$ cat config.mk
export PLATFORM = sky130hd
export DESIGN_NAME = nor_flash_command_decoder
export DESIGN_NICKNAME = d
export VERILOG_FILES = /design/src/nor_cmd_pkg.sv /design/src/bit_sync.sv /design/src/cmd_table.sv /design/src/nor_flash_command_decoder.sv
export SDC_FILE = /design/constraint.sdc
export NUM_CORES = 1
export LEC_CHECK = 0
export BUFFER_PORTS_ARGS = -buffer_cell sky130_fd_sc_hd__buf_2
export CORE_MARGIN = 2
export CORE_UTILIZATION = 50
export CTS_CLUSTER_SIZE = 8
export DETAILED_ROUTE_END_ITERATION = 12
export GPL_TIMING_DRIVEN = 1
export PLACE_DENSITY = 0.73
export SLEW_MARGIN = 5
export SYNTH_ARGS = -nofsm -noshare
export SYNTH_HDL_FRONTEND = slang
export SYNTH_SLANG_ARGS = --single-unit
$ cat constraint.sdc
create_clock -name clk_sys_i -period 2.9 [get_ports clk_sys_i]
set_input_delay 0 -clock clk_sys_i [delete_from_list [all_inputs] [get_ports clk_sys_i]]
set_output_delay 0 -clock clk_sys_i [all_outputs]
set_load 0.1 [all_outputs]
$ cat src/nor_cmd_pkg.sv
// Shared types and constants of the serial NOR flash command decoder.
package nor_cmd_pkg;

  // --------------------------------------------------------------------
  // Protocols, directions and decoder states
  // --------------------------------------------------------------------
  typedef enum logic [1:0] {
    PROTO_EXT  = 2'h0,
    PROTO_DUAL = 2'h1,
    PROTO_QUAD = 2'h2
  } proto_e;

  typedef enum logic [1:0] {
    DIR_NONE = 2'h0,
    DIR_IN   = 2'h1,
    DIR_OUT  = 2'h2
  } dir_e;

  typedef enum logic [2:0] {
    ST_OPC    = 3'h0,
    ST_ADDR   = 3'h1,
    ST_DUMMY  = 3'h3,
    ST_DATA   = 3'h2,
    ST_IGNORE = 3'h6
  } state_e;

  typedef logic [2:0] lanes_t;

  localparam lanes_t LANES_0 = 3'h0;
  localparam lanes_t LANES_1 = 3'h1;
  localparam lanes_t LANES_2 = 3'h2;
  localparam lanes_t LANES_4 = 3'h4;

  // --------------------------------------------------------------------
  // Carriers
  // --------------------------------------------------------------------
  typedef struct packed {
    logic       valid;
    lanes_t     addr_w;
    lanes_t     data_w;
    logic [2:0] abytes;
    logic [4:0] dummy;
    dir_e       dir;
    logic       dtr;
    logic       fixed_dummy;
    logic       gp;
    logic       disc;
  } cmd_info_s;

  // Flags field order: dtr, fixed dummy, general purpose, discovery.
  typedef struct packed {
    lanes_t     aw;
    lanes_t     dw;
    logic [1:0] ok;
    logic [2:0] ab;
    logic [4:0] de;
    logic [4:0] dq;
    dir_e       dir;
    logic [3:0] flags;
  } table_row_s;

  typedef struct packed {
    logic       cs_n;
    logic       sclk;
    logic [3:0] lanes;
  } link_s;

  // --------------------------------------------------------------------
  // Opcodes
  // --------------------------------------------------------------------
  localparam logic [7:0] OP_DISC_READ  = 8'h5A;
  localparam logic [7:0] OP_ID_READ_A  = 8'h9E;
  localparam logic [7:0] OP_ID_READ_B  = 8'h9F;
  localparam logic [7:0] OP_ID_READ_MIO = 8'hAF;
  localparam logic [7:0] OP_QIO_READ   = 8'hEB;
  localparam logic [7:0] OP_QIO_DTR    = 8'hED;
  localparam logic [7:0] OP_DIO_READ   = 8'hBB;
  localparam logic [7:0] OP_DIO_DTR    = 8'hBD;
  localparam logic [7:0] OP_QO_READ    = 8'h6B;
  localparam logic [7:0] OP_QO_DTR     = 8'h6D;
  localparam logic [7:0] OP_DO_READ    = 8'h3B;
  localparam logic [7:0] OP_DO_DTR     = 8'h3D;
  localparam logic [7:0] OP_FLAG_READ  = 8'h70;
  localparam logic [7:0] OP_VCFG_READ  = 8'h85;
  localparam logic [7:0] OP_EVCFG_READ = 8'h65;
  localparam logic [7:0] OP_GP_READ    = 8'h96;
  localparam logic [7:0] OP_EVCFG_WR   = 8'h61;
  localparam logic [7:0] OP_FLAG_CLR   = 8'h50;
  localparam logic [7:0] OP_DI_PROG    = 8'hA2;
  localparam logic [7:0] OP_EDI_PROG   = 8'hD2;
  localparam logic [7:0] OP_QI_PROG    = 8'h32;
  localparam logic [7:0] OP_EQI_PROG   = 8'h38;

  // --------------------------------------------------------------------
  // Counts and reset values
  // --------------------------------------------------------------------
  localparam logic [2:0] ADDR_BYTES  = 3'h3;
  localparam logic [4:0] DUMMY_0     = 5'h00;
  localparam logic [4:0] DUMMY_6     = 5'h06;
  localparam logic [4:0] DUMMY_8     = 5'h08;
  localparam logic [4:0] DUMMY_10    = 5'h0A;
  localparam logic [6:0] GP_BYTES    = 7'h40;
  localparam logic [7:0] GP_FILL     = 8'h00;
  localparam logic [5:0] LINK_RESET  = 6'h20;
  localparam logic [3:0] LANES_IDLE  = 4'h0;
  localparam logic [3:0] OE_1        = 4'h2;
  localparam logic [3:0] OE_2        = 4'h3;
  localparam logic [3:0] OE_4        = 4'hF;

endpackage

$ cat src/bit_sync.sv
// Two-stage synchroniser for a group of pin inputs.
`timescale 1ns/1ns
module bit_sync #(
  parameter int               WIDTH   = 6,
  parameter logic [WIDTH-1:0] RST_VAL = '0
) (
  input  wire logic             clk_i,
  input  wire logic             rstn_i,
  input  wire logic [WIDTH-1:0] d_i,
  output logic      [WIDTH-1:0] q_o
);

  logic [WIDTH-1:0] meta;

  always_ff @(posedge clk_i or negedge rstn_i) begin
    if (!rstn_i) begin
      meta <= RST_VAL;
      q_o  <= RST_VAL;
    end else begin
      meta <= d_i;
      q_o  <= meta;
    end
  end

endmodule // bit_sync

$ cat src/cmd_table.sv
// Opcode table: lane widths, address bytes and dummy clocks per protocol.
`timescale 1ns/1ns
module cmd_table (
  input  wire logic [7:0]               opcode_i,
  input  nor_cmd_pkg::proto_e           proto_i,
  output nor_cmd_pkg::cmd_info_s        info_o
);

  localparam nor_cmd_pkg::lanes_t W0 = nor_cmd_pkg::LANES_0;
  localparam nor_cmd_pkg::lanes_t W1 = nor_cmd_pkg::LANES_1;
  localparam nor_cmd_pkg::lanes_t W2 = nor_cmd_pkg::LANES_2;
  localparam nor_cmd_pkg::lanes_t W4 = nor_cmd_pkg::LANES_4;
  localparam logic [2:0] A3  = nor_cmd_pkg::ADDR_BYTES;
  localparam logic [2:0] A0  = 3'h0;
  localparam logic [4:0] D0  = nor_cmd_pkg::DUMMY_0;
  localparam logic [4:0] D6  = nor_cmd_pkg::DUMMY_6;
  localparam logic [4:0] D8  = nor_cmd_pkg::DUMMY_8;
  localparam logic [4:0] D10 = nor_cmd_pkg::DUMMY_10;
  localparam nor_cmd_pkg::dir_e RD = nor_cmd_pkg::DIR_OUT;
  localparam nor_cmd_pkg::dir_e WR = nor_cmd_pkg::DIR_IN;
  localparam nor_cmd_pkg::dir_e NO = nor_cmd_pkg::DIR_NONE;

  nor_cmd_pkg::table_row_s row;
  nor_cmd_pkg::lanes_t     multi_w;

  // Row fields: address lanes, data lanes, {dual ok, quad ok}, address bytes,
  // dummy in extended and dual, dummy in quad, direction, flags.
  always_comb begin
    case (opcode_i)
      nor_cmd_pkg::OP_DISC_READ:   row = '{W1, W1, 2'h3, A3, D8, D8, RD, 4'h1};
      nor_cmd_pkg::OP_ID_READ_A,
      nor_cmd_pkg::OP_ID_READ_B:   row = '{W0, W1, 2'h0, A0, D0, D0, RD, 4'h0};
      nor_cmd_pkg::OP_ID_READ_MIO: row = '{W0, W1, 2'h3, A0, D0, D0, RD, 4'h0};
      nor_cmd_pkg::OP_QIO_READ:    row = '{W4, W4, 2'h1, A3, D10, D10, RD, 4'h0};
      nor_cmd_pkg::OP_QIO_DTR:     row = '{W4, W4, 2'h1, A3, D8, D8, RD, 4'h8};
      nor_cmd_pkg::OP_DIO_READ:    row = '{W2, W2, 2'h2, A3, D8, D8, RD, 4'h0};
      nor_cmd_pkg::OP_DIO_DTR:     row = '{W2, W2, 2'h2, A3, D6, D6, RD, 4'h8};
      nor_cmd_pkg::OP_QO_READ:     row = '{W1, W4, 2'h1, A3, D8, D10, RD, 4'h0};
      nor_cmd_pkg::OP_QO_DTR:      row = '{W1, W4, 2'h1, A3, D6, D8, RD, 4'h8};
      nor_cmd_pkg::OP_DO_READ:     row = '{W1, W2, 2'h2, A3, D8, D8, RD, 4'h0};
      nor_cmd_pkg::OP_DO_DTR:      row = '{W1, W2, 2'h2, A3, D6, D6, RD, 4'h8};
      nor_cmd_pkg::OP_FLAG_READ:   row = '{W0, W1, 2'h3, A0, D0, D0, RD, 4'h0};
      nor_cmd_pkg::OP_VCFG_READ:   row = '{W0, W1, 2'h3, A0, D0, D0, RD, 4'h0};
      nor_cmd_pkg::OP_EVCFG_READ:  row = '{W0, W1, 2'h3, A0, D0, D0, RD, 4'h0};
      nor_cmd_pkg::OP_GP_READ:     row = '{W0, W1, 2'h3, A0, D8, D8, RD, 4'h6};
      nor_cmd_pkg::OP_EVCFG_WR:    row = '{W0, W1, 2'h3, A0, D0, D0, WR, 4'h0};
      nor_cmd_pkg::OP_FLAG_CLR:    row = '{W0, W0, 2'h3, A0, D0, D0, NO, 4'h0};
      nor_cmd_pkg::OP_DI_PROG:     row = '{W1, W2, 2'h2, A3, D0, D0, WR, 4'h0};
      nor_cmd_pkg::OP_EDI_PROG:    row = '{W2, W2, 2'h2, A3, D0, D0, WR, 4'h0};
      nor_cmd_pkg::OP_QI_PROG:     row = '{W1, W4, 2'h1, A3, D0, D0, WR, 4'h0};
      nor_cmd_pkg::OP_EQI_PROG:    row = '{W4, W4, 2'h1, A3, D0, D0, WR, 4'h0};
      default:                     row = '{W0, W0, 2'h0, A0, D0, D0, NO, 4'h0};
    endcase
  end

  // In dual and quad protocol every phase that exists runs on all lanes.
  always_comb begin
    multi_w            = (proto_i == nor_cmd_pkg::PROTO_QUAD) ? W4 : W2;
    info_o.abytes      = row.ab;
    info_o.dir         = row.dir;
    info_o.dtr         = row.flags[3];
    info_o.fixed_dummy = row.flags[2];
    info_o.gp          = row.flags[1];
    info_o.disc        = row.flags[0];
    case (proto_i)
      nor_cmd_pkg::PROTO_EXT: begin
        info_o.valid  = (row.dir != NO) || (row.ok != 2'h0);
        info_o.addr_w = row.aw;
        info_o.data_w = row.dw;
        info_o.dummy  = row.de;
      end
      nor_cmd_pkg::PROTO_DUAL: begin
        info_o.valid  = row.ok[1];
        info_o.addr_w = (row.ab != A0) ? multi_w : W0;
        info_o.data_w = (row.dir != NO) ? multi_w : W0;
        info_o.dummy  = row.de;
      end
      nor_cmd_pkg::PROTO_QUAD: begin
        info_o.valid  = row.ok[0];
        info_o.addr_w = (row.ab != A0) ? multi_w : W0;
        info_o.data_w = (row.dir != NO) ? multi_w : W0;
        info_o.dummy  = row.dq;
      end
      default: begin
        info_o.valid  = 1'b0;
        info_o.addr_w = W0;
        info_o.data_w = W0;
        info_o.dummy  = D0;
      end
    endcase
  end

endmodule // cmd_table

$ cat src/nor_flash_command_decoder.sv
// Command decoder of a multiple-lane serial NOR flash, on the system clock.
// Notes on behaviour
// - Discovery read 5Ah: three address, eight dummy.
// - Discovery tables answer only the discovery read.
// - ID reads: 9E/9Fh extended only, AFh everywhere.
// - EBh quad I/O read, ten dummy, not dual.
// - EDh DTR quad I/O read, eight dummy.
// - BBh dual I/O read, eight dummy, not quad.
// - BDh DTR dual I/O read, six dummy.
// - 6Bh quad output read, eight or ten dummy.
// - 6Dh DTR quad output read, six or eight.
// - 3Bh dual output read, eight dummy.
// - 3Dh DTR dual output read, six dummy.
// - 70h flag read, data on protocol lanes.
// - 85h configuration read, no address, no dummy.
// - 65h enhanced configuration read, no dummy.
// - 96h general register read, eight dummy always.
// - 61h write: data directly after opcode.
// - 50h flag clear: opcode alone, no data.
// - A2h dual input program, three address bytes.
// - D2h extended dual input program, no dummy.
// - 32h quad input program, not in dual.
// - 38h extended quad input program, no dummy.
// - Opcode rides one, two or four lanes.
// - Dummy count comes from nonzero configuration, except 96h and commands without dummy.
// - General register: 64 bytes, then zeros, no wrap.
`timescale 1ns/1ns
module nor_flash_command_decoder (
  input  wire logic                   clk_sys_i,
  input  wire logic                   rstn_i,
  input  wire logic                   sclk_i,
  input  wire logic                   cs_n_i,
  input  wire logic [3:0]             serial_data_lanes_i,
  input  nor_cmd_pkg::proto_e         proto_i,
  input  wire logic [4:0]             dummy_cfg_i,
  input  wire logic [7:0]             rd_data_i,
  output logic      [3:0]             serial_data_lanes_o,
  output logic      [3:0]             serial_data_lanes_oe_o,
  output logic                        cmd_valid_o,
  output logic      [7:0]             cmd_opcode_o,
  output nor_cmd_pkg::cmd_info_s      cmd_info_o,
  output logic                        addr_valid_o,
  output logic      [23:0]            addr_o,
  output logic                        wr_valid_o,
  output logic      [7:0]             wr_data_o,
  output logic                        rd_req_o,
  output logic                        disc_sel_o,
  output logic                        ignored_o,
  output logic                        cmd_end_o
);

  // --------------------------------------------------------------------
  // Helpers
  // --------------------------------------------------------------------
  function automatic logic [7:0] shift_in(input logic [7:0] s, input logic [3:0] d,
                                          input nor_cmd_pkg::lanes_t w);
    case (w)
      nor_cmd_pkg::LANES_4: shift_in = {s[3:0], d};
      nor_cmd_pkg::LANES_2: shift_in = {s[5:0], d[1:0]};
      default:              shift_in = {s[6:0], d[0]};
    endcase
  endfunction

  function automatic logic [4:0] beats(input nor_cmd_pkg::lanes_t w);
    case (w)
      nor_cmd_pkg::LANES_4: beats = 5'h02;
      nor_cmd_pkg::LANES_2: beats = 5'h04;
      default:              beats = 5'h08;
    endcase
  endfunction

  // --------------------------------------------------------------------
  // Pin synchronisation and edge finding
  // --------------------------------------------------------------------
  nor_cmd_pkg::link_s link_raw;
  nor_cmd_pkg::link_s link;
  logic               sclk_q;
  logic               cs_q;
  logic               rise;
  logic               fall;
  logic               cs_high;

  assign link_raw.cs_n  = cs_n_i;
  assign link_raw.sclk  = sclk_i;
  assign link_raw.lanes = serial_data_lanes_i;

  bit_sync #(
    .WIDTH   (6),
    .RST_VAL (nor_cmd_pkg::LINK_RESET)
  ) u_sync (
    .clk_i  (clk_sys_i),
    .rstn_i (rstn_i),
    .d_i    (link_raw),
    .q_o    (link)
  );

  always_ff @(posedge clk_sys_i or negedge rstn_i) begin
    if (!rstn_i) begin
      sclk_q <= 1'b0;
      cs_q   <= 1'b1;
    end else begin
      sclk_q <= link.sclk;
      cs_q   <= link.cs_n;
    end
  end

  assign rise    = link.sclk & ~sclk_q;
  assign fall    = ~link.sclk & sclk_q;
  assign cs_high = link.cs_n;

  // --------------------------------------------------------------------
  // Decode
  // --------------------------------------------------------------------
  nor_cmd_pkg::state_e    state;
  nor_cmd_pkg::cmd_info_s cmd;
  nor_cmd_pkg::cmd_info_s tbl;
  nor_cmd_pkg::lanes_t    proto_w;
  nor_cmd_pkg::lanes_t    pw;
  logic [4:0]             beat;
  logic [4:0]             dcnt;
  logic [4:0]             dum_sel;
  logic [4:0]             abeats;
  logic [7:0]             sh;
  logic [7:0]             opc_next;
  logic                   samp;
  logic                   opc_done;
  logic                   addr_last;
  logic                   in_last;

  always_comb begin
    case (proto_i)
      nor_cmd_pkg::PROTO_QUAD: proto_w = nor_cmd_pkg::LANES_4;
      nor_cmd_pkg::PROTO_DUAL: proto_w = nor_cmd_pkg::LANES_2;
      default:                 proto_w = nor_cmd_pkg::LANES_1;
    endcase
  end

  always_comb begin
    case (state)
      nor_cmd_pkg::ST_OPC:  pw = proto_w;
      nor_cmd_pkg::ST_ADDR: pw = cmd.addr_w;
      default:              pw = cmd.data_w;
    endcase
  end

  // Double transfer rate moves address and data on both clock edges.
  assign samp      = (state == nor_cmd_pkg::ST_OPC) ? rise : (rise | (cmd.dtr & fall));
  assign opc_next  = shift_in(sh, link.lanes, proto_w);
  assign opc_done  = rise && (beat == beats(proto_w) - 5'h01);
  assign abeats    = 5'(cmd.abytes * beats(cmd.addr_w));
  assign addr_last = samp && (beat == abeats - 5'h01);
  assign in_last   = samp && (beat == beats(cmd.data_w) - 5'h01);

  cmd_table u_table (
    .opcode_i (opc_next),
    .proto_i  (proto_i),
    .info_o   (tbl)
  );

  // A configured count of zero keeps the default of the command.
  always_comb begin
    if (tbl.fixed_dummy || tbl.dummy == nor_cmd_pkg::DUMMY_0 ||
        dummy_cfg_i == nor_cmd_pkg::DUMMY_0) begin
      dum_sel = tbl.dummy;
    end else begin
      dum_sel = dummy_cfg_i;
    end
  end

  always_ff @(posedge clk_sys_i or negedge rstn_i) begin
    if (!rstn_i) begin
      state <= nor_cmd_pkg::ST_OPC;
      beat  <= 5'h00;
      dcnt  <= 5'h00;
      sh    <= 8'h00;
      cmd   <= '0;
    end else if (cs_high) begin
      state <= nor_cmd_pkg::ST_OPC;
      beat  <= 5'h00;
      sh    <= 8'h00;
    end else begin
      case (state)
        nor_cmd_pkg::ST_OPC: begin
          if (rise) begin
            sh <= opc_next;
            if (opc_done) begin
              beat <= 5'h00;
              cmd  <= tbl;
              dcnt <= dum_sel;
              if (!tbl.valid) begin
                state <= nor_cmd_pkg::ST_IGNORE;
              end else if (tbl.abytes != 3'h0) begin
                state <= nor_cmd_pkg::ST_ADDR;
              end else if (dum_sel != nor_cmd_pkg::DUMMY_0) begin
                state <= nor_cmd_pkg::ST_DUMMY;
              end else begin
                state <= nor_cmd_pkg::ST_DATA;
              end
            end else begin
              beat <= beat + 5'h01;
            end
          end
        end
        nor_cmd_pkg::ST_ADDR: begin
          if (addr_last) begin
            beat  <= 5'h00;
            state <= (dcnt != nor_cmd_pkg::DUMMY_0) ? nor_cmd_pkg::ST_DUMMY
                                                   : nor_cmd_pkg::ST_DATA;
          end else if (samp) begin
            beat <= beat + 5'h01;
          end
        end
        nor_cmd_pkg::ST_DUMMY: begin
          if (rise) begin
            dcnt <= dcnt - 5'h01;
            if (dcnt == 5'h01) begin
              state <= nor_cmd_pkg::ST_DATA;
            end
          end
        end
        nor_cmd_pkg::ST_DATA: begin
          if (samp && cmd.dir == nor_cmd_pkg::DIR_IN) begin
            sh   <= shift_in(sh, link.lanes, pw);
            beat <= in_last ? 5'h00 : beat + 5'h01;
          end
        end
        nor_cmd_pkg::ST_IGNORE: begin
          beat <= 5'h00;
        end
        default: begin
          state <= nor_cmd_pkg::ST_IGNORE;
        end
      endcase
    end
  end

  // --------------------------------------------------------------------
  // Address capture
  // --------------------------------------------------------------------
  always_ff @(posedge clk_sys_i or negedge rstn_i) begin
    if (!rstn_i) begin
      addr_o       <= 24'h000000;
      addr_valid_o <= 1'b0;
    end else begin
      addr_valid_o <= 1'b0;
      if (!cs_high && state == nor_cmd_pkg::ST_ADDR && samp) begin
        case (cmd.addr_w)
          nor_cmd_pkg::LANES_4: addr_o <= {addr_o[19:0], link.lanes};
          nor_cmd_pkg::LANES_2: addr_o <= {addr_o[21:0], link.lanes[1:0]};
          default:              addr_o <= {addr_o[22:0], link.lanes[0]};
        endcase
        addr_valid_o <= addr_last;
      end
    end
  end

  // --------------------------------------------------------------------
  // Command report and write data
  // --------------------------------------------------------------------
  always_ff @(posedge clk_sys_i or negedge rstn_i) begin
    if (!rstn_i) begin
      cmd_valid_o  <= 1'b0;
      ignored_o    <= 1'b0;
      cmd_end_o    <= 1'b0;
      cmd_opcode_o <= 8'h00;
      cmd_info_o   <= '0;
      wr_valid_o   <= 1'b0;
      wr_data_o    <= 8'h00;
      disc_sel_o   <= 1'b0;
    end else begin
      cmd_valid_o <= 1'b0;
      ignored_o   <= 1'b0;
      wr_valid_o  <= 1'b0;
      cmd_end_o   <= link.cs_n & ~cs_q;
      if (!cs_high && state == nor_cmd_pkg::ST_OPC && opc_done) begin
        cmd_opcode_o <= opc_next;
        cmd_info_o   <= tbl;
        cmd_valid_o  <= tbl.valid;
        ignored_o    <= ~tbl.valid;
      end
      if (!cs_high && state == nor_cmd_pkg::ST_DATA &&
          cmd.dir == nor_cmd_pkg::DIR_IN && in_last) begin
        wr_valid_o <= 1'b1;
        wr_data_o  <= shift_in(sh, link.lanes, cmd.data_w);
      end
      // The table source is selected only while a discovery read streams.
      disc_sel_o <= !cs_high && state == nor_cmd_pkg::ST_DATA && cmd.disc;
    end
  end

  // --------------------------------------------------------------------
  // Read data output
  // --------------------------------------------------------------------
  // A byte is fetched as soon as the last one has left, so the source must
  // answer in the same cycle as the request; a late source underruns.
  logic       out_act;
  logic       drive;
  logic       out_full;
  logic [7:0] out_sh;
  logic [4:0] out_cnt;
  logic [6:0] gp_cnt;

  assign out_act = !cs_high && state == nor_cmd_pkg::ST_DATA &&
                   cmd.dir == nor_cmd_pkg::DIR_OUT;
  assign drive   = fall | (cmd.dtr & rise);

  always_ff @(posedge clk_sys_i or negedge rstn_i) begin
    if (!rstn_i) begin
      out_sh                 <= 8'h00;
      out_full               <= 1'b0;
      out_cnt                <= 5'h00;
      gp_cnt                 <= 7'h00;
      rd_req_o               <= 1'b0;
      serial_data_lanes_o    <= nor_cmd_pkg::LANES_IDLE;
      serial_data_lanes_oe_o <= nor_cmd_pkg::LANES_IDLE;
    end else if (!out_act) begin
      out_full               <= 1'b0;
      gp_cnt                 <= 7'h00;
      rd_req_o               <= 1'b0;
      serial_data_lanes_o    <= nor_cmd_pkg::LANES_IDLE;
      serial_data_lanes_oe_o <= nor_cmd_pkg::LANES_IDLE;
    end else begin
      rd_req_o <= 1'b0;
      if (!out_full && !rd_req_o) begin
        if (cmd.gp && gp_cnt == nor_cmd_pkg::GP_BYTES) begin
          out_sh   <= nor_cmd_pkg::GP_FILL;
          out_full <= 1'b1;
          out_cnt  <= beats(cmd.data_w);
        end else begin
          rd_req_o <= 1'b1;
        end
      end
      if (rd_req_o) begin
        out_sh   <= rd_data_i;
        out_full <= 1'b1;
        out_cnt  <= beats(cmd.data_w);
        gp_cnt   <= gp_cnt + 7'h01;
      end
      if (drive && out_full) begin
        out_cnt  <= out_cnt - 5'h01;
        out_full <= (out_cnt != 5'h01);
        case (cmd.data_w)
          nor_cmd_pkg::LANES_4: begin
            serial_data_lanes_o    <= out_sh[7:4];
            serial_data_lanes_oe_o <= nor_cmd_pkg::OE_4;
            out_sh                 <= {out_sh[3:0], 4'h0};
          end
          nor_cmd_pkg::LANES_2: begin
            serial_data_lanes_o    <= {2'h0, out_sh[7:6]};
            serial_data_lanes_oe_o <= nor_cmd_pkg::OE_2;
            out_sh                 <= {out_sh[5:0], 2'h0};
          end
          default: begin
            serial_data_lanes_o    <= {2'h0, out_sh[7], 1'b0};
            serial_data_lanes_oe_o <= nor_cmd_pkg::OE_1;
            out_sh                 <= {out_sh[6:0], 1'b0};
          end
        endcase
      end
    end
  end

endmodule // nor_flash_command_decoder

-- Yosys cells after proc, flatten, opt, wreduce, memory -nomap -nowiden
Cells that the tools add are included.
- register bits after elaboration: 145
- add/subtract/negate cells: 7
- multiply operators: 1
- equality and inequality tests: 59
- muxes and demuxes: 73
- bitwise operators: 12
- reductions and logical operators: 47
- operator list (operator ; count):
    $pmux W27 S18 ; 1
    $eq A8 B8 Y1 const B ; 11
    $mux W5 ; 15
    $eq A8 B7 Y1 const B ; 7
    $pmux W24 S2 ; 1
    $pmux W8 S2 ; 3
    $pmux W4 S2 ; 5
    $mux W7 ; 5
    $eq A8 B6 Y1 const B ; 4
    $mux W8 ; 4
    $mux W3 ; 10
    $pmux W7 S2 ; 2
    $sub A5 B1 Y5 const B ; 5
    $pmux W7 S3 ; 1
    $pmux W5 S2 ; 2
    $pmux W5 S4 ; 1
    $eq A3 B2 Y1 const B ; 6
    $ne A3 B2 Y1 const B ; 6
    $logic_and A1 B1 Y1 ; 16
    $mux W4 ; 4
    $eq A3 B3 Y1 const B ; 5
    $eq A5 B5 Y1 ; 3
    $mux W1 ; 15
    $reduce_bool A5 Y1 ; 3
    33 further kinds ; 64

-- Depth between registers and ports, before layout
Gate-level depths: netlist (run 1).
- word-level depth: 20
- mapped depth: 15
- depth with buffers taken out: 15

-- Cells and area by module
Synthesis (run 1) repeated with hierarchy kept, for this count alone.
- cells, all modules: 939
- area, all modules: 8166.6 um^2
- modules (own cells, without submodules) (module ; times used ; cells an instance ; area each (um^2) ; seq. area each (um^2)):
    nor_flash_command_decoder ; 1 ; 809 ; 7044.3 ; 3304.4
    cmd_table ; 1 ; 118 ; 819.5 ; 0.0
    bit_sync ; 1 ; 12 ; 302.8 ; 302.8

-- Least setup slack after synthesis (run 1)
OpenSTA, ideal clock, no wires.
- kind: flip-flop to flip-flop
- from: register cmd[19] (netlist bit)
- to: register beat[3]
- arrival: 2.958 ns
- data required time: 2.834 ns
- slack: -0.123 ns
- cell stages (with the launch flop): 15
- buffers on the path: 1
- period minus slack after synthesis: 3.023 ns
- cells stage by stage: dfrtp_1 -> nor3b_2 -> clkbuf_1 -> nand2b_1 -> ha_1 -> nor3b_1 -> o21ai_0 -> o221ai_1 -> xnor2_1 -> or3_1 -> nor2_1 -> or4_1 -> nor2_1 -> a21o_1 -> a22o_1
- cells in the longest elaborated chain, start to end: 9
- elaborated cells between the ends (all ways): 12
- ends and longest elaborated chain (what ; RTL line ; text):
    from (decl) ; nor_flash_command_decoder.sv:115 ; nor_cmd_pkg::cmd_info_s cmd;
    from (signal assigned) ; nor_flash_command_decoder.sv:188 ; cmd <= tbl;
    $eq A3 B2 Y1 or $eq A3 B3 Y1 (tied branches) ; nor_flash_command_decoder.sv:65 ; case (w)
    $pmux W4 S2 * ; nor_flash_command_decoder.sv:65 ;
    $mul A3 B5 Y5 * ; nor_flash_command_decoder.sv:150 ; assign abeats = 5'(cmd.abytes * beats(cmd.addr_w));
    $sub A5 B1 Y5 * ; nor_flash_command_decoder.sv:151 ; assign addr_last = samp && (beat == abeats - 5'h01);
    $eq A5 B5 Y1 * ; nor_flash_command_decoder.sv:151 ;
    $logic_and A1 B1 Y1 * ; nor_flash_command_decoder.sv:151 ;
    $mux W5 ; nor_flash_command_decoder.sv:205 ; if (addr_last) begin
    $pmux W5 S4 ; nor_flash_command_decoder.sv:182 ; case (state)
    $mux W5 ; nor_flash_command_decoder.sv:177 ; end else if (cs_high) begin
    to (signal assigned) ; nor_flash_command_decoder.sv:200 ; beat <= beat + 5'h01;
    to (signal assigned) ; nor_flash_command_decoder.sv:210 ; beat <= beat + 5'h01;
    to (signal assigned) ; nor_flash_command_decoder.sv:224 ; beat <= in_last ? 5'h00 : beat + 5'h01;
    to (decl) ; nor_flash_command_decoder.sv:119 ; logic [4:0] beat;
Every way passes the cells marked *; elsewhere a longest branch is shown, timed or not.
A chain may end at the register's enable or synchronous reset.

-- Worst setup path after layout (run 1)
- from: register sh[0]
- to: register dcnt[1]
- cells in the longest elaborated chain, start to end: 12
- elaborated cells between the ends (all ways): 34
- ends and longest elaborated chain (what ; RTL line ; text):
    from (decl) ; nor_flash_command_decoder.sv:123 ; logic [7:0] sh;
    from (signal assigned) ; nor_flash_command_decoder.sv:185 ; sh <= opc_next;
    from (signal assigned) ; nor_flash_command_decoder.sv:223 ; sh <= shift_in(sh, link.lanes, pw);
    $pmux W8 S2 * ; nor_flash_command_decoder.sv:57 ; case (w)
    $eq A8 B8 Y1 or $eq A8 B7 Y1 (tied branches) ; cmd_table.sv:29 ; case (opcode_i)
    $reduce_or A4 Y1 (no line) or $reduce_or A2 Y1 (tied branches) ; - ;
    $pmux W27 S18 * ; cmd_table.sv:29 ;
    $pmux W5 S2 ; cmd_table.sv:65 ; case (proto_i)
    $logic_not A5 Y1 ; nor_flash_command_decoder.sv:162 ; if (tbl.fixed_dummy || tbl.dummy == nor_cmd_pkg::DUMMY_0 ||
    $logic_or A1 B1 Y1 (2 in series) ; nor_flash_command_decoder.sv:162 ;
    $mux W5 * ; nor_flash_command_decoder.sv:162 ;
    $mux W5 * ; nor_flash_command_decoder.sv:186 ; if (opc_done) begin
    $mux W5 * ; nor_flash_command_decoder.sv:184 ; if (rise) begin
    $pmux W5 S2 * ; nor_flash_command_decoder.sv:182 ;
    to (signal assigned) ; nor_flash_command_decoder.sv:189 ; dcnt <= dum_sel;
    to (signal assigned) ; nor_flash_command_decoder.sv:215 ; dcnt <= dcnt - 5'h01;
    to (decl) ; nor_flash_command_decoder.sv:120 ; logic [4:0] dcnt;
Every way passes the cells marked *; elsewhere a longest branch is shown, timed or not. The select of a mux whose other input is x is not followed.

==> metrics, run 1 <==
Worst-Skew Late Latency=0.42 ns; core area=around 15000 µm²; mean area per synthesized cell=about 9 µm²; min cycle time layout=about 2.9 ns; top area cells in the synthesized netlist=dfrtp_1, nand2_1, o21ai_0; met2 WL=~10 mm; Worst-Margin Slew=around 1.1 ns; most common cell after layout, fill and taps aside=dfrtp_1; clk slew on worst S/H paths=around 0.06 ns; Port Buf Inserts=between 90 and 100; Max IR drop VDD=~0.53 mV; simple-gate share of the synthesized area=19.4%; # rows=45; non-filler cells, final=~1300; mux contribution to synthesized area=around 1.3%; total placed cells including tap cells=roughly 1200; synth unique cells=77; drt pass-1 iters=5; CP Max Fanout=5; HP Class=in -> reg; f_max=roughly 0.35 GHz; main combinational cell family by area after synthesis=compound AO/OA/AOI/OAI gates; M1 WL=a little under 10 mm; n_diodes=0; CTS tree=built; grt ovf=0; #FFs+latches synth=roughly 140; average vias per placed instance=between 5 and 6; Tot Pwr=0.00524 W; Worst Path Arrival=3.17 ns; I/O pin count=about 100; max_cap viols=0; Compound-Gate Fraction of Synth Area=around 26%; overall die height=between 100 and 150 µm; # nets final=approximately 1100; status=finished, final reports clean; final wirelength=21.9 mm; top-area cell type share of the netlist area=a little over two fifths; initial antenna violation count=0; Worst Setup Slack post-DPL=-0.189 ns; GRT Resource Usage Total=between 20 and 30%; die area=between 15000 and 20000 µm²; half-perimeter wire length after placement=15.3 mm; gpl congestion=about 0.98; H-tree Lvls=4; WS Path Type=reg -> reg; CTS Buffer Depth=2; Power Dens Cells=between 500 and 600 nW/µm²; Clock Sinks=~140; TritonCTS Buffers=17; Detail Route Antenna Nets=0; RSZ-0062 raised after global routing=true; commonest cells after routing, fill and taps aside=dfrtp_1, buf_4, nand2_1, buf_2, o21ai_0; DR iter-0 viols=approximately 650; PnR worst setup slack=0.0310 ns; CP Capture Type=register; first-pass GRT wire length=approximately 35 mm; Final Hold Vio Count=0; Critical Path RT=roughly 3.2 ns; Post-Synth XOR/XNOR Area=1.58%; Initial Utilization=approximately half; root buf cell=clkbuf_16; Final Slew Violations=0; layout cells sized above 1=between 20% and 30%; synthesized area=7760 µm²; FFs w/ async S/R, synth=100%; endpoints failing setup=0; max layer used=met4; Seq/Total Area, Yosys=between 40 and 50%; Post-synth top flop=dfrtp_1; post-synthesis adder-cell area fraction=under 10%; post-synthesis instance total=870; Lkg Pwr=~4.7 nW; Max transition margin=between 20% and 30%; Area Growth Syn to Fin=29.6%; fin crit share=between 90% and 100%; WL met3=between 1 and 1.5 mm; post-synth top area cell=dfrtp_1; startpoint types=register; Post-synth EDFFs=0; WL per Instance=around 17 µm; Final Skew=approximately 0.010 ns; via count=between 7000 and 8000; yosys warns=0; vias in the first global route=between 6000 and 7000; pin count of the biggest net entering global routing=70; Die W=129 µm; number of remaining DRC errors=0
-- per-stage QoR --
| step | instance area [µm²] | hold WS [ns] | TNS (ns) | util [%] |
|---|---|---|---|---|
| finish | 10100 | 0.0426 | 0 | 66.2 |
| global route | 10100 | 0.0871 | -0.479 | 66.2 |
| CTS | 9840 | 0.0291 | 0 | 64.7 |
| detailed placement | 9080 | 0.0438 | -2.30 | 59.7 |
| global placement | 9080 | 0.0422 | -0.475 | 59.7 |
| floorplan | 7790 | -0.296 | 0 | - |
-- flip-flops by register name (all words and copies together) (netlist names), 3 cells and up --
signal / cells
cmd: 12
u_sync.q_o: 6
cmd_info_o: 16
sh: 7
beat: 5
serial_data_lanes_o: 4
wr_data_o: 8
dcnt: 5
gp_cnt: 7
state: 3
u_sync.meta: 6
serial_data_lanes_oe_o: 3
out_cnt: 5
addr_o: 24
out_sh: 8
cmd_opcode_o: 8
-- worst max-delay path, stage by stage (launching register included) --
cell and delay [ns]:
dfrtp_2 0.45, a22o_1 0.27, a211oi_1 0.36, buf_4 0.19, nand4_1 0.14, a211oi_2 0.26, nor4_1 0.10, or2_1 0.27
a31oi_4 0.22, mux2i_1 0.25, nor3_2 0.06, o22a_1 0.17
-- where the power goes --
| group | internal, W | switching, W | leakage [nW] |
|---|---|---|---|
| Clock | 0.00129 | 0.000819 | 0.273 |
| Combinational | 0.000367 | 0.000704 | 2.62 |
| Sequential | 0.00199 | 0.0000736 | 1.81 |
-- logic make-up after synthesis --
| kind of cell | Yosys count |
|---|---|
| other | 1 |
| multiplexers | 10 |
| AO/OA/AOI/OAI | 296 |
| buffers and inverters | 86 |
| adder cells (fa/ha/maj) | 17 |
| XOR/XNOR | 14 |
| AND/OR/NAND/NOR | 309 |
| flip-flops | 137 |
-- per-layer routing --
| metal | GRT usage, % | up-vias |
|---|---|---|
| met4 | 8.57 | 0 |
| met5 | 0 | - |
| met1 | 36.9 | 3582 |
| met2 | 43.1 | 264 |
| li1 | - | 3537 |
| met3 | 5.57 | 44 |
-- cells in the mapped netlist (6+ instances only) --
library cell	number
a22o_1	32
xor2_1	7
nor2_1	69
a211oi_1	7
mux2i_1	9
nand2_1	116
buf_4	9
dfrtp_1	134
ha_1	17
inv_1	22
a31oi_1	10
a21o_1	20
nor3_1	23
a221oi_1	6
nand3_1	27
buf_2	11
nor3b_1	7
clkbuf_1	40
a21oi_1	60
o21ai_0	84
nor2b_1	15
xnor2_1	7
nand4_1	10
a22oi_1	16
-- area by class of cell --
class	count	area [µm²]
Clock buffer	26	509
Clock inverter	6	66.3
Fill cell	1230	5140
Inverter	22	82.6
Multi-Input combinational cell	649	4130
Sequential cell	137	3440
Tap cell	188	235
Timing Repair Buffer	237	1610
-- path summary, 6_finish.rpt --
check	from	cells after the start	slack, ns	endpoint
max in group asynchronous	rstn_i	3	1.89	cs_q
max	sh[0]	11	0.03	dcnt[1]
min in group asynchronous	rstn_i	2	0.15	cmd_opcode_o[6]
max reg2reg	sh[0]	11	0.03	dcnt[1]
min reg2reg	u_sync.meta[0]	0	0.35	u_sync.q_o[0]
min	dummy_cfg_i[2]	4	0.04	dcnt[2]
-- timing repair --
action,CTS,global route
setup endpoints to repair,4,29
hold buffers,17,0
cloned,0,0
buffers inserted,0,10
hold endpoints to repair,84,0
resized for setup,3,37
pin swaps,1,20
No activity file was read; power rests on OpenSTA's default activity.
==> inputs of run 2 (changes only) <==
--- a/config.mk
+++ b/config.mk
@@ -12,6 +12,7 @@
 export DETAILED_ROUTE_END_ITERATION = 12
 export GPL_TIMING_DRIVEN = 1
 export PLACE_DENSITY = 0.73
+export REMOVE_ABC_BUFFERS = 1
 export SLEW_MARGIN = 5
 export SYNTH_ARGS = -nofsm -noshare
 export SYNTH_HDL_FRONTEND = slang
==> run 2 against run 1 <==
Effect of this change: critical path depth stayed put; hold slack worse by 0.032 ns; final cell count did not move; die area did not move; largest power group unchanged; power up 3.9%; sequential power about the same; cell area increased by 0.51%; count of clock-buffer cells in the layout fell by 8; routed wire length is 1.0% lower; highest routed layer unchanged.
==> metrics, run 2 (same netlist as run 1, synthesis figures left out) <==
TritonCTS Buffers=17 (unchanged); grt met1 use=36.7% (-0.22 points); commonest cells after routing, fill and taps aside=dfrtp_1, buf_4, nand2_1, buf_2, o21ai_0; CP Max Fanout=6 (+1); Max IR drop VDD=0.544 mV (+2.9%); pin count of the biggest net entering global routing=69 (-1.4%); worst stage delay on the critical path=0.59 ns (+0.14 ns); DR iter-0 viols=752 (+15%); number of flip-flops in the largest register=24 (unchanged); grt peak-use layer=met2; Final Cell Area=10100 µm² (+0.51%); core area=15200 µm² (unchanged); half-perimeter wire length after placement=15.0 mm (-1.7%); Tot Pwr=0.00545 W (+3.9%); Final Hold Vio Count=0 (unchanged); final wirelength=21.7 mm (-1.0%); Die W=129 µm (unchanged); Slowest-stage cell, CP=or4_4; CP Capture Type=register; most used cell, CP=buf_4; Worst-Skew Late Latency=0.42 ns (about the same); initial antenna violation count=0 (unchanged); die area=16500 µm² (unchanged); PnR worst setup slack=0.0707 ns (+0.0397 ns); critical path depth in cells=11 (unchanged); Detail Route Antenna Nets=0 (unchanged); startpoint types=register; grt met3 use=6.15% (+0.58 points); Worst-Margin Slew=1.04 ns (-0.0507 ns); grt ovf=0 (unchanged); I/O pin count=99 (unchanged); WL per Instance=17.1 µm (-1.0%); Lkg Pwr=4.75 nW (+0.89%); gpl congestion=0.955 (-2.2%); HP Class=in -> reg; global-route met2 utilization=41.5% (-1.6 points); Regs by FF count=addr_o (24), cmd_info_o (16), cmd (12); GRT Resource Usage Total=26.4% (-0.51 points); via count=7452 (+0.34%); Min Hold Slack=0.0109 ns (-0.0317 ns); root buf cell=clkbuf_16; Initial Utilization=51.1% (unchanged); # rows=45 (unchanged); Core Util, Final=66.5% (+0.34 points); n_diodes=0 (unchanged); Final Skew=0.00946 ns (-0.000919 ns); layout cells sized above 1=28.4% (-0.093 points); CTS tree=built; Final Slew Violations=0 (unchanged); max_cap viols=0 (unchanged); H-tree Lvls=4 (unchanged); clk slew on worst S/H paths=0.06 ns (about the same); first-pass GRT wire length=34.3 mm (-2.6%); RSZ-0062 raised after global routing=true; vias in the first global route=6768 (-3.0%); status=finished, final reports clean; family with the most delay on the worst path=simple AND/OR/NAND/NOR gates; Power Dens Cells=539 nW/µm² (+3.4%); drt pass-1 iters=6 (+1); # nets final=1104 (unchanged); overall die height=129 µm (unchanged); Max transition margin=30.4% (+3.4 points); Biggest register=addr_o; Area Growth Syn to Fin=30.2%; CTS Buffer Depth=2 (unchanged); number of remaining DRC errors=0 (unchanged); Critical Path RT=3.21 ns (about the same); CP Buf/Inv Count=2 (+1); min cycle time layout=2.83 ns (-0.0397 ns); worst hold stages=4 (unchanged); Filler cells=1227 (-0.24%); crit-path cells=nor2b_2, buf_4, a32oi_4, nor3_4, o2111ai_2, nand4b_4, or4_4, nand3_1, a31oi_1, buf_4, a21o_1; Worst Path Arrival=3.14 ns (-0.03 ns); most common cell after layout, fill and taps aside=dfrtp_1; worst reg-to-reg path cell count=11 (unchanged); fin crit share=97.6% (-1.4 points); Worst Setup Slack post-DPL=-0.154 ns (+0.0355 ns); f_max=0.353 GHz (+1.4%); average vias per placed instance=5.89 (+0.34%); Port Buf Inserts=95 (unchanged); WS Path Type=reg -> reg; endpoints failing setup=0 (unchanged); Placement Cell Area=9060 µm² (-0.17%); Clock Sinks=137 (unchanged)
[run 2: changes by cell type in the layout (fill, tap and decap cells not counted), moves of 2 or more]
| cell | change |
|---|---|
| inv_6 | +3 |
| clkbuf_1 | -4 |
| buf_6 | +3 |
| buf_4 | -2 |
| nor3_2 | -2 |
| or3_1 | +2 |
| bufinv_16 | +3 |
| clkinv_2 | +2 |
| or3_4 | -2 |
| clkbuf_8 | -4 |
[run 2: layer usage]
layer  up-vias  part of all wire (%)
li1       3544                     -
met1      3594                    44
met2       282                    48
met3        32                   6.8
met4         0                   1.4
met5         -                     0
[run 2: worst reg2reg max path, cell delays in order (launching register included)]
cell and delay, ns:
dfrtp_2 0.47, nor2b_2 0.21, buf_4 0.16, a32oi_4 0.23, nor3_4 0.06, o2111ai_2 0.29
nand4b_4 0.16, or4_4 0.59, nand3_1 0.16, a31oi_1 0.08, buf_4 0.16, a21o_1 0.14
[run 2: area by class of cell]
class | count | area, µm² | area share [%]
Timing Repair Buffer | 237 | 1610 | 15.9
Inverter | 22 | 82.6 | 0.817
Tap cell | 188 | 235 | 2.33
Clock buffer | 18 | 439 | 4.34
Multi-Input combinational cell | 649 | 4120 | 40.7
Clock inverter | 14 | 194 | 1.92
Sequential cell | 137 | 3440 | 34.0
[run 2: final timing paths]
check                           endpoint      startpoint  slack [ns]
setup / recovery                 cmd[17]           sh[0]        0.07
hold / removal                   dcnt[1]  dummy_cfg_i[1]        0.01
setup reg to reg                 cmd[17]           sh[0]        0.07
hold reg to reg            u_sync.q_o[3]  u_sync.meta[3]        0.35
max in group asynchronous     out_cnt[2]          rstn_i        1.99
min in group asynchronous        dcnt[2]          rstn_i        0.13
[run 2: through the flow]
step	setup TNS, ns	cells
after global placement	-0.956	1208
after CTS	0	1260
after global routing	-0.343	1265
after detailed placement	-1.75	1208
after floorplan	-10.18	808
final	0	1265
[run 2: repair_timing]
item	CTS	global route
pin swaps	5	21
buffers inserted	3	6
hold endpoints to repair	80	0
setup endpoints to repair	7	29
hold buffers	17	0
gates resized for setup	7	35
[run 2: report_power, final]
group	internal [W]	total, W	leakage, nW	switching [W]
Combinational	0.000359	0.00106	2.63	0.000703
Clock	0.00147	0.00232	0.307	0.000856
Sequential	0.00199	0.00206	1.81	0.0000793
Total	0.00381	0.00545	4.75	0.00164
